`config.mk`:
```
export PLATFORM = sky130hd
export DESIGN_NAME = sebw_slave
export DESIGN_NICKNAME = d
export VERILOG_FILES = /design/src/pkg/sebw_pkg.sv /design/src/pkg/sebw_pb_if.sv /design/src/core/sebw_slave.sv /design/src/core/sebw_page_buf.sv
export VERILOG_INCLUDE_DIRS = /design/src /design/src/pkg
export SDC_FILE = /design/constraint.sdc
export NUM_CORES = 2
export LEC_CHECK = 0
export BUFFER_PORTS_ARGS = -buffer_cell sky130_fd_sc_hd__buf_2
export CORE_MARGIN = 8
export CORE_UTILIZATION = 64
export CTS_CLUSTER_SIZE = 12
export DETAILED_ROUTE_END_ITERATION = 8
export PLACE_DENSITY = 0.89
export SKIP_CTS_REPAIR_TIMING = 1
export SYNTH_ARGS = -nofsm -noshare
export SYNTH_HDL_FRONTEND = slang
export SYNTH_HIERARCHICAL = 1
export SYNTH_SLANG_ARGS = --single-unit
```
`constraint.sdc`:
```
create_clock -name i_clk -period 3.5 [get_ports i_clk]
set_clock_uncertainty 0.05 [all_clocks]
set_input_delay 0.175 -clock i_clk [delete_from_list [all_inputs] [get_ports i_clk]]
set_output_delay 0.175 -clock i_clk [all_outputs]
set_load 0.01 [all_outputs]
```
`src/pkg/sebw_map.svh`:
```
// Constants for the serial memory bus write slave.
`ifndef SEBW_MAP_SVH
`define SEBW_MAP_SVH

`define SEBW_CLK_HZ       20000000
`define SEBW_WC_MS        5
`define SEBW_WC_CYCLES    (`SEBW_WC_MS * (`SEBW_CLK_HZ / 1000))
`define SEBW_BYTE_BITS    4'h8
`define SEBW_PAGE_LAST    7'h7F
`define SEBW_CODE_MSB     7
`define SEBW_CODE_LSB     4
`define SEBW_CSH_POS      3
`define SEBW_CSL_POS      2
`define SEBW_BLK_POS      1
`define SEBW_RW_POS       0
`define SEBW_OE_RST       1'b0
`define SEBW_PTR_RST      17'h00000

`endif

```
`src/pkg/sebw_pkg.sv`:
```
// Types shared by the serial memory bus write slave.
`default_nettype none
package sebw_pkg;

  typedef enum logic [2:0] {
    SEBW_S_IDLE = 3'b000,
    SEBW_S_CTRL = 3'b001,
    SEBW_S_AH   = 3'b010,
    SEBW_S_AL   = 3'b011,
    SEBW_S_WD   = 3'b100,
    SEBW_S_RD   = 3'b101
  } sebw_st_t;

  typedef struct packed {
    sebw_st_t      st;
    logic [3:0]    cnt;
    logic          ack;
    logic          mack;
    logic [7:0]    sh;
    logic          sda_oe;
    logic [16:0]   ptr;
    logic          wrote;
    logic [127:0]  valid;
    logic          busy;
    logic [16:0]   wc;
    logic          sweep;
    logic [1:0]    step;
    logic [6:0]    idx;
    logic [9:0]    pg;
    logic          arr_re;
    logic          arr_we;
    logic [16:0]   arr_addr;
    logic [7:0]    arr_wdata;
    logic [7:0]    rbuf;
    logic          rd_pend;
    logic [4:0]    m;
    logic [4:0]    s;
    logic          scl_p;
    logic          sda_p;
  } sebw_state_t;

  typedef struct packed {
    logic [127:0][7:0] mem;
    logic [7:0]        rd_data;
  } sebw_buf_t;

endpackage
`default_nettype wire

```
`src/pkg/sebw_pb_if.sv`:
```
// Page buffer port between the bus slave and its buffer memory.
`timescale 1ns/1ps
`default_nettype none
interface sebw_pb_if;
  logic       wr_en;
  logic [6:0] wr_addr;
  logic [7:0] wr_data;
  logic [6:0] rd_addr;
  logic [7:0] rd_data;

  modport ctl (output wr_en, output wr_addr, output wr_data, output rd_addr, input rd_data);
  modport mem (input wr_en, input wr_addr, input wr_data, input rd_addr, output rd_data);
endinterface
`default_nettype wire

```
`src/core/sebw_slave.sv`:
```
// Two-wire bus slave front end with page write buffer and write cycle.
`timescale 1ns/1ps
`default_nettype none
`include "sebw_map.svh"
module sebw_slave #(
  parameter int          WC_CYCLES = `SEBW_WC_CYCLES,
  parameter logic [3:0]  DEV_CODE  = 4'hC  // Arbitrary value.
) (
  input  wire logic        i_clk,
  input  wire logic        i_resetn,
  input  wire logic        i_scl,
  input  wire logic        i_sda,
  output logic             o_sda,
  output logic             o_sda_oe,
  input  wire logic        i_wp,
  input  wire logic        i_chip_select_high_pin,
  input  wire logic        i_chip_select_low_pin,
  output logic             o_arr_re,
  output logic             o_arr_we,
  output logic [16:0]      o_arr_addr,
  output logic [7:0]       o_arr_wdata,
  input  wire logic [7:0]  i_arr_rdata,
  output logic             o_busy
);
  import sebw_pkg::*;

  sebw_state_t r;
  sebw_state_t n;
  sebw_pb_if   pb ();

  logic scl_s;
  logic sda_s;
  logic wp_s;
  logic scl_rise;
  logic scl_fall;
  logic start_det;
  logic stop_det;
  logic ctrl_hit;
  logic byte_end;
  logic wd_store;

  // =====================================================================
  // Pin sampling and bus conditions
  // =====================================================================
  assign scl_s     = r.s[4];
  assign sda_s     = r.s[3];
  assign wp_s      = r.s[2];
  assign scl_rise  = scl_s & ~r.scl_p;
  assign scl_fall  = ~scl_s & r.scl_p;
  assign start_det = scl_s & r.scl_p & r.sda_p & ~sda_s;
  assign stop_det  = scl_s & r.scl_p & ~r.sda_p & sda_s;
  assign byte_end  = scl_fall & ~r.ack & (r.cnt == `SEBW_BYTE_BITS);
  assign ctrl_hit  = (r.sh[`SEBW_CODE_MSB:`SEBW_CODE_LSB] == DEV_CODE)
                   & (r.sh[`SEBW_CSH_POS] == r.s[1])
                   & (r.sh[`SEBW_CSL_POS] == r.s[0]);
  assign wd_store  = byte_end & (r.st == SEBW_S_WD);

  // =====================================================================
  // Page buffer
  // =====================================================================
  assign pb.wr_en   = wd_store;
  assign pb.wr_addr = r.ptr[6:0];
  assign pb.wr_data = r.sh;
  assign pb.rd_addr = r.idx;

  sebw_page_buf u_buf (
    .i_clk    (i_clk),
    .i_resetn (i_resetn),
    .pb       (pb)
  );

  // =====================================================================
  // Next state
  // =====================================================================
  always_comb begin
    n = r;
    n.m = {i_scl, i_sda, i_wp, i_chip_select_high_pin, i_chip_select_low_pin};
    n.s = r.m;
    n.scl_p = r.s[4];
    n.sda_p = r.s[3];
    n.arr_re = 1'b0;
    n.arr_we = 1'b0;
    n.rd_pend = r.arr_re & ~r.busy;
    if (r.rd_pend) begin
      n.rbuf = i_arr_rdata;
    end

    // Self-timed write cycle: sweep the page first, then run out the time.
    if (r.busy) begin
      n.wc = r.wc + 17'h00001;
      if (r.wc == 17'(WC_CYCLES - 1)) begin
        n.busy = 1'b0;
      end
      if (r.sweep) begin
        case (r.step)
          2'h0: begin
            n.arr_re   = 1'b1;
            n.arr_addr = {r.pg, r.idx};
            n.step     = 2'h1;
          end
          2'h1: begin
            n.step = 2'h2;
          end
          2'h2: begin
            // Untouched bytes are rewritten with what the array held.
            n.arr_we    = 1'b1;
            n.arr_wdata = r.valid[r.idx] ? pb.rd_data : i_arr_rdata;
            n.step      = 2'h0;
            n.idx       = r.idx + 7'h01;
            if (r.idx == `SEBW_PAGE_LAST) begin
              n.sweep = 1'b0;
            end
          end
          default: begin
            n.step = 2'h0;
          end
        endcase
      end
    end

    if (start_det) begin
      n.st     = SEBW_S_CTRL;
      n.cnt    = 4'h0;
      n.ack    = 1'b0;
      n.sda_oe = 1'b0;
    end else if (stop_det) begin
      if ((r.st == SEBW_S_WD) && r.wrote) begin
        if (!wp_s) begin
          n.busy  = 1'b1;
          n.wc    = 17'h00000;
          n.sweep = 1'b1;
          n.step  = 2'h0;
          n.idx   = 7'h00;
          n.pg    = r.ptr[16:7];
        end else begin
          n.valid = '0;
        end
      end
      n.st     = SEBW_S_IDLE;
      n.ack    = 1'b0;
      n.sda_oe = 1'b0;
      n.wrote  = 1'b0;
    end else if (r.st != SEBW_S_IDLE) begin
      if (scl_rise) begin
        if (r.st == SEBW_S_RD) begin
          if (r.ack) begin
            n.mack = ~sda_s;
          end else begin
            n.cnt = r.cnt + 4'h1;
          end
        end else if (!r.ack && (r.cnt != `SEBW_BYTE_BITS)) begin
          n.sh  = {r.sh[6:0], sda_s};
          n.cnt = r.cnt + 4'h1;
        end
      end else if (scl_fall) begin
        if (r.st == SEBW_S_RD) begin
          if (r.ack) begin
            if (r.mack) begin
              n.ack    = 1'b0;
              n.cnt    = 4'h0;
              n.sh     = r.rbuf;
              n.sda_oe = ~r.rbuf[7];
            end else begin
              n.st     = SEBW_S_IDLE;
              n.ack    = 1'b0;
              n.sda_oe = 1'b0;
            end
          end else if (r.cnt == `SEBW_BYTE_BITS) begin
            // Release for the master's bit and fetch the next byte early.
            n.ack      = 1'b1;
            n.sda_oe   = 1'b0;
            n.ptr      = {r.ptr[16], r.ptr[15:0] + 16'h0001};
            n.arr_re   = 1'b1;
            n.arr_addr = {r.ptr[16], r.ptr[15:0] + 16'h0001};
          end else begin
            n.sh     = {r.sh[6:0], 1'b0};
            n.sda_oe = ~r.sh[6];
          end
        end else if (r.ack) begin
          n.ack    = 1'b0;
          n.sda_oe = 1'b0;
          n.cnt    = 4'h0;
        end else if (r.cnt == `SEBW_BYTE_BITS) begin
          n.ack    = 1'b1;
          n.sda_oe = 1'b1;
          case (r.st)
            SEBW_S_CTRL: begin
              if (!ctrl_hit || r.busy) begin
                n.st     = SEBW_S_IDLE;
                n.ack    = 1'b0;
                n.sda_oe = 1'b0;
              end else begin
                n.ptr[16] = r.sh[`SEBW_BLK_POS];
                if (r.sh[`SEBW_RW_POS]) begin
                  n.st       = SEBW_S_RD;
                  n.arr_re   = 1'b1;
                  n.arr_addr = {r.sh[`SEBW_BLK_POS], r.ptr[15:0]};
                end else begin
                  n.st    = SEBW_S_AH;
                  n.valid = '0;
                  n.wrote = 1'b0;
                end
              end
            end
            SEBW_S_AH: begin
              n.ptr[15:8] = r.sh;
              n.st        = SEBW_S_AL;
            end
            SEBW_S_AL: begin
              n.ptr[7:0] = r.sh;
              n.st       = SEBW_S_WD;
            end
            SEBW_S_WD: begin
              n.valid[r.ptr[6:0]] = 1'b1;
              n.wrote             = 1'b1;
              n.ptr[6:0]          = r.ptr[6:0] + 7'h01;
            end
            default: begin
              n.st     = SEBW_S_IDLE;
              n.ack    = 1'b0;
              n.sda_oe = 1'b0;
            end
          endcase
        end
      end
    end
  end

  always_ff @(posedge i_clk or negedge i_resetn) begin
    if (!i_resetn) begin
      r        <= '0;
      r.st     <= SEBW_S_IDLE;
      r.sda_oe <= `SEBW_OE_RST;
      r.ptr    <= `SEBW_PTR_RST;
      r.m      <= 5'h1F;
      r.s      <= 5'h1F;
      r.scl_p  <= 1'b1;
      r.sda_p  <= 1'b1;
    end else begin
      r <= n;
    end
  end

  // =====================================================================
  // Outputs
  // =====================================================================
  // The pin is open drain: only the enable moves, the driven level is low.
  assign o_sda       = 1'b0;
  assign o_sda_oe    = r.sda_oe;
  assign o_arr_re    = r.arr_re;
  assign o_arr_we    = r.arr_we;
  assign o_arr_addr  = r.arr_addr;
  assign o_arr_wdata = r.arr_wdata;
  assign o_busy      = r.busy;
endmodule // sebw_slave
`default_nettype wire

```
`src/core/sebw_page_buf.sv`:
```
// 128-byte page buffer with registered read data.
`timescale 1ns/1ps
`default_nettype none
module sebw_page_buf (
  input  wire logic i_clk,
  input  wire logic i_resetn,
  sebw_pb_if.mem    pb
);
  import sebw_pkg::*;

  sebw_buf_t r;
  sebw_buf_t n;

  always_comb begin
    n = r;
    n.rd_data = r.mem[pb.rd_addr];
    if (pb.wr_en) begin
      n.mem[pb.wr_addr] = pb.wr_data;
    end
  end

  always_ff @(posedge i_clk or negedge i_resetn) begin
    if (!i_resetn) begin
      r <= '0;
    end else begin
      r <= n;
    end
  end

  assign pb.rd_data = r.rd_data;
endmodule // sebw_page_buf
`default_nettype wire

```
==> impl_metrics.tcl <==
set metrics [dict create \
    synth_common_cells "dfrtp_1, mux2_2, mux4_2" \
    synth_nets 4044 \
    power.switching_mw 6.82 \
    cp.required_ns 4.09 \
    coreArea_um2 91700 \
    syn2layout_area_growth_pct 11.3 \
    utilization_pct 71.8 \
    netSwitchingFraction_pct 23.0 \
    clkTransAtPathRegs_ns 0.06 \
    remaining_drc_errors 0 \
    synth_seq_cells 1282 \
    initialDrtViolationCount 4565 \
    whs_ns -0.0608 \
    clock-root-buffer "clkbuf_16" \
    grt_max_degree 129 \
    syn_avg_cell_area_um2 14.7 \
    reg2reg_from "r[243]" \
    gp_congestion 0.936 \
    crit_chain "inv_1 > ha_1 > nand3b_1 > nor2_1 > and3_2 > nand2_1 > or3_1 > nor3_1 > buf_4 > mux2_2" \
    async_flop_share_pct 100 \
    layout_min_cycle_time_ns 3.44 \
    synth_edf_count 0 \
    routed_via_density 7.01 \
    grt_pass1_wl_um 246000 \
    relSlewSlack_pct 15.8 \
    max-vdd-ir-drop_v 0.000424 \
    io_pins 45 \
    initial_utilization_pct 64.6 \
    rsz0062_at_grt "false" \
    slowest_stage "or3_1" \
    synth_top_area_share_pct 53.7 \
    critPathMaxStageDelay_ns 0.54 \
    fin_nets 4123 \
    synth_top_area_cell "dfrtp_1" \
    ys.flop_type "dfrtp_1" \
    routed_wl_um 157000 \
    r2r_slack_ns 0.06 \
    wl_per_cell_um 29.2 \
    tightest_slew_ns 1.25 \
    post-route-period-util_pct 98.2 \
    ys_types 75 \
    cpLargestDelayFamily "simple AND/OR/NAND/NOR gates" \
    clk-insertion-delay-late_ns 0.76 \
    ant_nets 0 \
    row_count 111 \
    fp.dieW_um 320 \
    worstSetupPathType "reg -> reg" \
    numCtsBuffers 134 \
    grtUsageTotal_pct 31.0 \
    cp-start-kind "flop" \
    drive_above_1_share_pct 45.8 \
    antenna_found_initial 2 \
    intPower_mw 22.9 \
    cts_tree "built" \
    vias 37688 \
    h-tree-depth 4 \
    cp.arrival_ns 4.03 \
    p_comb_share_pct 3.3 \
    yosys-top-cells-area "dfrtp_1, mux2_2, mux4_2, nor2_1, clkbuf_1" \
    holdCritPathClass "in -> async" \
    grt-ovfl-total 0 \
    numClockSinks 1282 \
    violations "hold timing" \
    seqPwrFrac_pct 50.7 \
    max_freq_mhz 291 \
    syn_area_um2 59200 \
    status "complete, but fails checks" \
    cap_viol_max_count 0 \
    p_leak_nw 31.2 \
    clkPwrFrac_pct 46.0 \
    ys_seq_area_share_pct 54.2 \
    firstDrtPassIters 6 \
    grt_pass1_vias 40184 \
    critPathBufInv 2 \
    slew_violations 0 \
    cp-end-kind "flop" \
    portBuffers 43 \
    die_h_um 320 \
    worst-path-max-fanout 8 \
    setup_violations 0 \
    power_density_nw_per_um2 451 \
    synth_cells 4020 \
    finalPower_mw 29.7 \
    synth.most_common_cell "dfrtp_1" \
    die_area_um2 102000 \
    finalHoldViolations 20 \
    yosysWarnings 6 \
    dp_hpwl_um 96800 \
    totalNegativeSetupSlack_ns 0 \
    worstSetupStartpoint "r[243]" \
    cts_max_path_buffers 3 \
]
-- sequential cells by signal, summed over array words and instances, names as in the netlist --
name and count:
o_sda_oe 1, o_busy 1, o_arr_addr 17, u_buf/r 1024, o_arr_wdata 8, pb.rd_addr 7
pb.wr_addr 7, pb.wr_data 8, u_buf/pb.rd_data 8, r 192, o_arr_we 1, o_arr_re 1
n 7
-- worst paths after layout --
path                                 endpoint  depth (start not counted)
min in group i_clk                       n[4]                          2
worst max register to register  u_buf/r[1001]                         10
max in group asynchronous        u_buf/r[686]                          4
worst max-delay path            u_buf/r[1001]                         10
worst min register to register           r[3]                          0
worst min-delay path                   r[146]                          2
-- cells in the final DEF (no fill, tap or decap), types with 14 or more instances in the layout --
master	Yosys	routed
dfrtp_1	1270	1257
mux2_2	1054	1054
mux4_2	362	362
nor2_1	257	257
buf_4	55	171
nand2_1	166	166
a21oi_1	156	156
clkbuf_16	0	135
buf_12	1	46
clkbuf_1	212	43
buf_2	38	42
nand3_1	37	37
o21ai_0	36	36
nor3_1	32	29
clkbuf_8	0	20
xor2_1	19	19
nand2b_1	18	18
mux2i_1	16	16
o22ai_1	15	15
a22oi_1	15	15
a31oi_1	14	14
dlygate4sd3_1	0	14
-- metrics by stage --
step	instances	hold WS, ns	worst slack, ns	area, um^2
after floorplan	4020	-0.171	0.338	59200
after global placement	5135	0.219	0.190	61600
after detailed placement	5135	0.230	0.124	61600
after CTS	5358	-0.574	0.111	65700
after global routing	5372	-0.00254	0.0146	65800
final	5374	-0.0608	0.0628	65900
-- metal layers --
metal | wire length, um | GRT usage (%)
met1 | 57200 | 39.1
met2 | 74900 | 48.3
met3 | 14800 | 8.83
met4 | 10300 | 18.0
met5 | 13 | 0
-- final cells by class --
type	instances	area (um^2)
fillers	5201	25800
clock buffers	198	3810
diodes	2	5.00
clock inverters	25	330
inverters	11	41.3
well taps	1186	1480
repair buffers	273	2550
flip-flops and latches	1282	32100
multi-input cells	2397	25500
-- cells by family after synthesis --
family          count (synthesis)  synth area share [%]
fa+ha+maj                       9                 0.190
other cells                     1               0.00634
compound gates                313                  3.24
mux                          1447                  34.6
simple gates                  600                  4.60
flops                        1282                  54.2
buf+inv                       341                  2.75
xor+xnor                       27                 0.400
-- power groups by stage --
stage | Sequential, mW | Combinational [mW] | Clock, mW
final | 15.0 | 0.972 | 13.7
after global routing | 15.0 | 1.06 | 14.4
after CTS | 15.0 | 0.951 | 13.8
after detailed placement | 15.3 | 0.937 | 0
after global placement | 15.3 | 0.907 | 0
after floorplan | 15.2 | 0.396 | 0
Power figures use the tool's default switching activity.
